<file path="config.mk">
export PLATFORM = sky130hd
export DESIGN_NAME = dps_select
export DESIGN_NICKNAME = d
export VERILOG_FILES = /design/src/dps_pkg.sv /design/src/dps_select.sv /design/src/dps_sync.sv
export VERILOG_INCLUDE_DIRS = /design/src
export SDC_FILE = /design/constraint.sdc
export NUM_CORES = 1
export LEC_CHECK = 0
export ABC_AREA = 1
export CAP_MARGIN = 20
export CORE_ASPECT_RATIO = 0.75
export CORE_MARGIN = 2
export CORE_UTILIZATION = 45
export CTS_CLUSTER_DIAMETER = 50
export DETAILED_ROUTE_END_ITERATION = 10
export DONT_BUFFER_PORTS = 1
export SLEW_MARGIN = 20
export SYNTH_ARGS = -nofsm -noshare
export SYNTH_HDL_FRONTEND = slang
export SYNTH_SLANG_ARGS = --single-unit
</file>
<file path="constraint.sdc">
create_clock -name ref_clk -period 1.95 [get_ports ref_clk]
set_input_delay 0.39 -clock ref_clk [delete_from_list [all_inputs] [get_ports ref_clk]]
set_output_delay 0.39 -clock ref_clk [all_outputs]
set_load 0.05 [all_outputs]
</file>
<file path="src/dps_map.svh">
// Constants for the debug port protocol selector.
`ifndef DPS_MAP_SVH
`define DPS_MAP_SVH
`define DPS_SWITCH_CODE   16'h79E7
`define DPS_CODE_BITS     16
`define DPS_IDLE_MIN      51
`define DPS_IDLE_CNT_W    7
`endif

</file>
<file path="src/dps_pkg.sv">
// Types shared by the debug port protocol selector.
package dps_pkg;
    typedef enum logic [1:0] {
        DPS_PRE_IDLE  = 2'b00,
        DPS_CODE      = 2'b01,
        DPS_POST_IDLE = 2'b10,
        DPS_TWO_WIRE  = 2'b11
    } dps_state_e;

    typedef struct packed {
        logic tck;
        logic tms;
        logic tdi;
        logic trst_n;
    } dps_scan_in_s;

    typedef struct packed {
        logic tdo;
        logic tdo_oe;
    } dps_scan_out_s;
endpackage : dps_pkg

</file>
<file path="src/dps_select.sv">
// Combined debug port selector: scan-chain by default, two-wire after the switch sequence.
`timescale 1ns/100ps
`include "dps_map.svh"
module dps_select #(
    parameter int IDLE_MIN = `DPS_IDLE_MIN
) (
    // Clock and reset
    input  wire logic                   ref_clk,
    input  wire logic                   srst,
    // Debug pins from the host, and data-out and trace sources from the core
    input  wire dps_pkg::dps_scan_in_s  pin_in,
    input  wire logic                   tdo_core,
    input  wire logic                   trace_core,
    input  wire logic                   trace_en,
    // Two-wire data pin drive
    input  wire logic                   two_wire_data_out,
    input  wire logic                   two_wire_data_drive,
    output logic                        two_wire_data_o,
    output logic                        two_wire_data_oe,
    // Test-data-out pin
    output dps_pkg::dps_scan_out_s      pin_out,
    // Towards the two ports and the boundary-scan port
    output logic                        scan_chain_en,
    output logic                        two_wire_en,
    output logic                        two_wire_clock_rise,
    output logic                        two_wire_data_in,
    output dps_pkg::dps_scan_in_s       scan_chain_in,
    output logic                        bscan_tms
);
    dps_pkg::dps_scan_in_s      pins;
    dps_pkg::dps_state_e        state;
    logic                       tck_d;
    logic                       tck_rise;
    logic [`DPS_CODE_BITS-1:0]  window;
    logic [`DPS_IDLE_CNT_W-1:0] ones;
    logic [`DPS_IDLE_CNT_W-1:0] post_ones;
    logic [4:0]                 code_cnt;

    // Pins cross from the host's clock, so every one passes two flops first.
    dps_sync #(.WIDTH(4)) u_sync (
        .ref_clk  (ref_clk),
        .srst     (srst),
        .async_in (pin_in),
        .sync_out (pins)
    );

    // Test clock is sampled, not used as a clock; its period must span several ref_clk edges.
    always_ff @(posedge ref_clk) begin
        if (srst) begin
            tck_d <= 1'b0;
        end else begin
            tck_d <= pins.tck;
        end
    end

    assign tck_rise = pins.tck & ~tck_d;

    // Shift window of mode-select samples, one per test clock rising edge.
    always_ff @(posedge ref_clk) begin
        if (srst) begin
            window <= '0;
        end else if (tck_rise) begin
            window <= {window[`DPS_CODE_BITS-2:0], pins.tms};
        end
    end

    // Run length of high samples, saturating.
    always_ff @(posedge ref_clk) begin
        if (srst) begin
            ones <= '0;
        end else if (tck_rise) begin
            if (!pins.tms) begin
                ones <= '0;
            end else if (ones != {`DPS_IDLE_CNT_W{1'b1}}) begin
                ones <= ones + 1'b1;
            end
        end
    end

    // Post-code run counts only highs after the code; the code's own trailing ones do not count.
    always_ff @(posedge ref_clk) begin
        if (srst) begin
            post_ones <= '0;
        end else if (state != dps_pkg::DPS_POST_IDLE) begin
            post_ones <= '0;
        end else if (tck_rise && pins.tms && post_ones != {`DPS_IDLE_CNT_W{1'b1}}) begin
            post_ones <= post_ones + 1'b1;
        end
    end

    // Sequence tracker; two-wire mode holds until reset.
    always_ff @(posedge ref_clk) begin
        if (srst) begin
            state    <= dps_pkg::DPS_PRE_IDLE;
            code_cnt <= '0;
        end else if (tck_rise) begin
            case (state)
                dps_pkg::DPS_PRE_IDLE: begin
                    // The code opens with a zero right after the high run.
                    if (!pins.tms && ones >= IDLE_MIN[`DPS_IDLE_CNT_W-1:0]) begin
                        state    <= dps_pkg::DPS_CODE;
                        code_cnt <= 5'h01;
                    end
                end
                dps_pkg::DPS_CODE: begin
                    if (code_cnt == 5'(`DPS_CODE_BITS - 1)) begin
                        if ({window[`DPS_CODE_BITS-2:0], pins.tms} == `DPS_SWITCH_CODE) begin
                            state <= dps_pkg::DPS_POST_IDLE;
                        end else begin
                            state <= dps_pkg::DPS_PRE_IDLE;
                        end
                        code_cnt <= '0;
                    end else begin
                        code_cnt <= code_cnt + 5'h01;
                    end
                end
                dps_pkg::DPS_POST_IDLE: begin
                    if (!pins.tms) begin
                        state <= dps_pkg::DPS_PRE_IDLE;
                    end else if (post_ones >= IDLE_MIN[`DPS_IDLE_CNT_W-1:0] - 1'b1) begin
                        state <= dps_pkg::DPS_TWO_WIRE;
                    end
                end
                dps_pkg::DPS_TWO_WIRE: begin
                    state <= dps_pkg::DPS_TWO_WIRE;
                end
                default: begin
                    state <= dps_pkg::DPS_PRE_IDLE;
                end
            endcase
        end
    end

    assign two_wire_en   = (state == dps_pkg::DPS_TWO_WIRE);
    assign scan_chain_en = ~two_wire_en;

    // Two-wire port reuses the test clock and mode-select pins.
    assign two_wire_clock_rise = two_wire_en & tck_rise;
    assign two_wire_data_in    = pins.tms;

    // Data outputs come from flops; the bidirectional line is only driven in two-wire mode.
    always_ff @(posedge ref_clk) begin
        if (srst) begin
            two_wire_data_o  <= 1'b0;
            two_wire_data_oe <= 1'b0;
        end else begin
            two_wire_data_o  <= two_wire_data_out;
            two_wire_data_oe <= two_wire_en & two_wire_data_drive;
        end
    end

    // Test-data-out carries trace only in two-wire mode, so the host never sees both at once.
    always_ff @(posedge ref_clk) begin
        if (srst) begin
            pin_out <= '0;
        end else if (two_wire_en) begin
            pin_out.tdo    <= trace_core;
            pin_out.tdo_oe <= trace_en;
        end else begin
            pin_out.tdo    <= tdo_core;
            pin_out.tdo_oe <= 1'b1;
        end
    end

    // Parked inputs keep the idle scan-chain logic quiet.
    always_ff @(posedge ref_clk) begin
        if (srst) begin
            scan_chain_in <= '{tck: 1'b0, tms: 1'b1, tdi: 1'b1, trst_n: 1'b1};
        end else if (two_wire_en) begin
            scan_chain_in <= '{tck: 1'b0, tms: 1'b1, tdi: 1'b1, trst_n: 1'b1};
        end else begin
            scan_chain_in <= pins;
        end
    end

    // Boundary-scan select is held high so wire traffic cannot walk that port's state.
    always_ff @(posedge ref_clk) begin
        if (srst) begin
            bscan_tms <= 1'b1;
        end else if (two_wire_en) begin
            bscan_tms <= 1'b1;
        end else begin
            bscan_tms <= pins.tms;
        end
    end
endmodule : dps_select

</file>
<file path="src/dps_sync.sv">
// Two-stage synchroniser for a group of pin inputs.
`timescale 1ns/100ps
module dps_sync #(
    parameter int WIDTH = 4
) (
    // Clock and reset
    input  wire logic             ref_clk,
    input  wire logic             srst,
    // Data
    input  wire logic [WIDTH-1:0] async_in,
    output logic      [WIDTH-1:0] sync_out
);
    logic [WIDTH-1:0] stage1;

    always_ff @(posedge ref_clk) begin
        if (srst) begin
            stage1   <= '0;
            sync_out <= '0;
        end else begin
            stage1   <= async_in;
            sync_out <= stage1;
        end
    end
endmodule : dps_sync

</file>
==> impl_summary.md <==
Final layout
The filler cells instantiated in the layout total 495. At the end of the flow the core is filled with cells to 0.504. The repair_antennas step left the layout with diodes totalling 0. The final layout net count is 336. The number of cells in the finished layout apart from fillers is 382. Of the cells placed in the final design, the portion with a size suffix greater than 1 is 0.106. The area growth from synthesis to layout is 8.04%.

Clocking
CTS built an H-tree with a depth of 2. The number of hold buffers added after CTS was 0. Counting along the longest clock path gives a buffer depth of 2. The TritonCTS clock tree is built.

The cell at the root of the clock tree is clkbuf_8. Clock tree synthesis found a total of 53 sinks. The worst-skew pair later-pin latency is 0.32 ns.

The TritonCTS buffer count is 5. The post-CTS setup buffer count is 0. The clock-pin slew on the worst setup and hold paths is 0.11 ns. The post-CTS resize count is 0.

Place
Input and output buffers added on the ports amount to 0. The HPWL after detailed placement is 3000 microns. At the end of routability-driven placement, the weighted congestion stood at 0.831. The cell count after placement is 374.

Floorplanning
The die covers 5640 sq um. The starting density of the core is 0.466. The placeable core region is 4870 sq um.

The top-level I/O count is 24. The number of rows created at floorplan is 22. The die is 86.0 microns wide.

The height of the die is 65.5 microns.

Pwr
The share of total power dissipated in combinational logic is 0.047. In this run the power spent charging and discharging nets is 0.494 mW. The internal cell power is 1.41 mW. In this run the power density over the cells is 776 nW/um^2.

The worst-case IR drop observed on VDD is 0.331 mV. Of the total power, the share spent switching nets is 0.260. Of the total power, the clock network draws 0.349. The share of total power dissipated in sequential elements is 0.605. For this design the static power due to leakage is 1.03 nW.

Setup path
The standard cell with the maximum stage delay on the critical path is dfxtp_1. The type of element launching the critical path is a register. The endpoint arrival time on the critical path is 1.41 ns. The length in cells of the worst reg-to-reg path is 8. The critical path is of the reg2out type.

The largest delay contributor family on the critical path is flip-flops. The kind of capture point of the worst setup path is an output port. The startpoint of the worst-slack reg-to-reg timing path is ones[0]$_SDFFE_PP0P_. The number of buffers and inverters on the critical path is 1. Setup slack on the worst reg-to-reg path comes out at 0.47 ns. The worst reg2reg path endpoint is ones[2]$_SDFFE_PP0P_. The critical path goes through nand2_1 > inv_1.

At the worst endpoint, the required time is 1.56 ns. The critical path's largest stage delay is 0.51 ns. Of all nets on the critical path, the largest fanout is 7.

Worst hold path
The type of the tightest min-delay check is in2reg. For hold timing, the worst endpoint is u_sync.sync_out[1]$_SDFF_PP0_. The worst hold path cell count is 1. In this run the most critical hold path is launched from srst.

Global route
The total overflow left after global routing is 0. The via count of the first global-routing pass is 1,655. Entering global routing, the biggest net connects 22 pins.

The first global-routing pass estimated 7570 microns of wire. The number of antenna violations at the first check in global routing was 0. The global-route total usage across every layer is 0.170.

Timing
Dividing the final minimum period by the clock period gives 0.922. Setup repair after global routing left no endpoint under its margin. The worst pin sits at a relative slew slack of 0.656. The number of max-slew violations in the final report is 0. The hold violation count in the final report is 0.

The final critical delay including setup and external delays is 1.80 ns. The worst hold margin is 0.136 ns. The actual slew at the worst max-slew pin is 0.515 ns. The number of setup violations in the final report is 0. After routing, the total negative slack on setup checks comes to 0 ns. The peak clock frequency supported by timing is 0.556 GHz.

The clock arrives with 0.00863 ns of skew.

Logic synthesis
The most used flip-flop cell after synthesis is dfxtp_1. The most common cell in the netlist is nor2_1. The commonest cells after synthesis are 58 x nor2_1, 55 x nand2_1, 53 x dfxtp_1. The post-synthesis sequential element count is 53. After synthesis, the cell types taking the most area are dfxtp_1 47%, nor2_1 9.6%, nand2_1 9.1%. A synthesized cell averages 7.19 sq um. In this run, distinct cell masters in the synthesized netlist total 24.

The cell area after synthesis is 2270 sq um. The cell count after synthesis is 316. Counting flops with an async set or reset pin after synthesis yields a share of 0. The total of warnings raised by yosys is 0. The top cell type by total area after synthesis is dfxtp_1. The number of flops mapped to enable cells by yosys is 0. The number of nets in the synthesized netlist is 331. The share of synthesized area in the top cell type comes to 0.467.

Of the synthesized area, sequential elements account for 0.467.

Run status
The flow ran to the end, and the final reports show no timing, DRC or antenna violations.

Detailed routing
The remaining antenna violation count is 0. Dividing the detail-routed wire length by the instance count gives 11.0 microns. After the first detailed-routing iteration, the DRC count stood at 103. In the routed design, unresolved DRC markers number 0.

The first detailed-routing pass ran for 4 iterations. The detailed-route via count is 1,831. Summed over all layers, the routed wires come to 4200 microns. The post-detailed-route via-to-cell ratio is 4.79.

Job
The tool flagged a number of max-cap violations equal to 0.
## power groups by stage
stage	Clock [mW]	Sequential, mW	Combinational (mW)
floorplan	0	1.18	0.0704
global placement	0	1.18	0.0897
detailed placement	0	1.18	0.0902
CTS	0.689	1.15	0.0902
global route	0.729	1.16	0.106
finish	0.663	1.15	0.0887
## kinds of logic (layout without fill, tap and decap cells)
kind of cell / count (synthesis) / count (layout) / share of synthesized area
buffers and inverters: 54 / 60 / 0.0926
adders and majority gates: 4 / 4 / 0.0220
xor gates and xnor gates: 3 / 3 / 0.0116
and+or+nand+nor: 151 / 151 / 0.294
AOI/OAI and AO/OA: 51 / 51 / 0.112
DFF: 53 / 53 / 0.467
## state kept, by name, summed over array words and instances (netlist names)
register	flops
window	15
pin_out	2
state	2
u_sync.stage1	4
u_sync.sync_out	4
tck_d	1
two_wire_data_o	1
post_ones	7
ones	7
bscan_tms	1
two_wire_data_oe	1
scan_chain_in	3
code_cnt	5
## layout make-up
class / count / area, sq um / share of cell area
inverter: 46 / 173 / 0.0704
tap: 60 / 75.1 / 0.0306
sequential: 53 / 1060 / 0.432
clock buffer: 5 / 68.8 / 0.0280
multi-input combinational: 209 / 1000 / 0.408
clock inverter: 3 / 28.8 / 0.0117
timing repair buffer: 6 / 45.0 / 0.0184
## layer usage
layer	vias up	part of all wire	GRT usage	wire length, microns
li1	1001	-	-	-
met1	778	0.56	0.250	2340
met2	43	0.38	0.234	1580
met3	9	0.045	0.0402	189
met4	0	0.020	0.0714	84
met5	-	0	0	0
## per-stage QoR
step / total power [mW] / instance area, sq um / setup slack [ns]
final: 1.90 / 2450 / 0.151
after global routing: 1.99 / 2450 / 0.0666
after CTS: 1.93 / 2450 / 0.144
after detailed placement: 1.27 / 2360 / 0.497
after global placement: 1.27 / 2360 / 0.496
after floorplan: 1.25 / 2270 / 0.127
## worst max-delay path by stage
stage,startpoint,endpoint,slack [ns],cells after the start
2_1_floorplan,state[1]$_SDFFE_PP0P_,two_wire_clock_rise,0.13,2
5_1_grt,state[1]$_SDFFE_PP0P_,two_wire_en,0.07,2
3_5_place_dp,ones[0]$_SDFFE_PP0P_,ones[2]$_SDFFE_PP0P_,0.50,8
6_report,state[1]$_SDFFE_PP0P_,two_wire_en,0.15,2
4_1_cts,state[1]$_SDFFE_PP0P_,two_wire_en,0.14,2
3_3_place_gp,ones[0]$_SDFFE_PP0P_,ones[2]$_SDFFE_PP0P_,0.50,8
## placed cells by master, fill, tap and decap left out, types with 2 or more instances in the layout
cell type	Yosys	final
xor2_1	2	2
nor2_2	2	3
clkbuf_8	0	5
nor2_4	3	3
nand3_1	16	16
inv_1	39	39
nand2_2	3	3
inv_2	7	7
nand2_1	55	55
buf_4	1	6
dfxtp_1	53	53
a21oi_1	26	26
ha_1	4	4
nor2_1	58	57
o21ai_0	21	21
nand4_1	6	6
nand3_2	2	2
nor3_1	4	4
o21ai_1	4	4
Power figures use the tool's default switching activity.
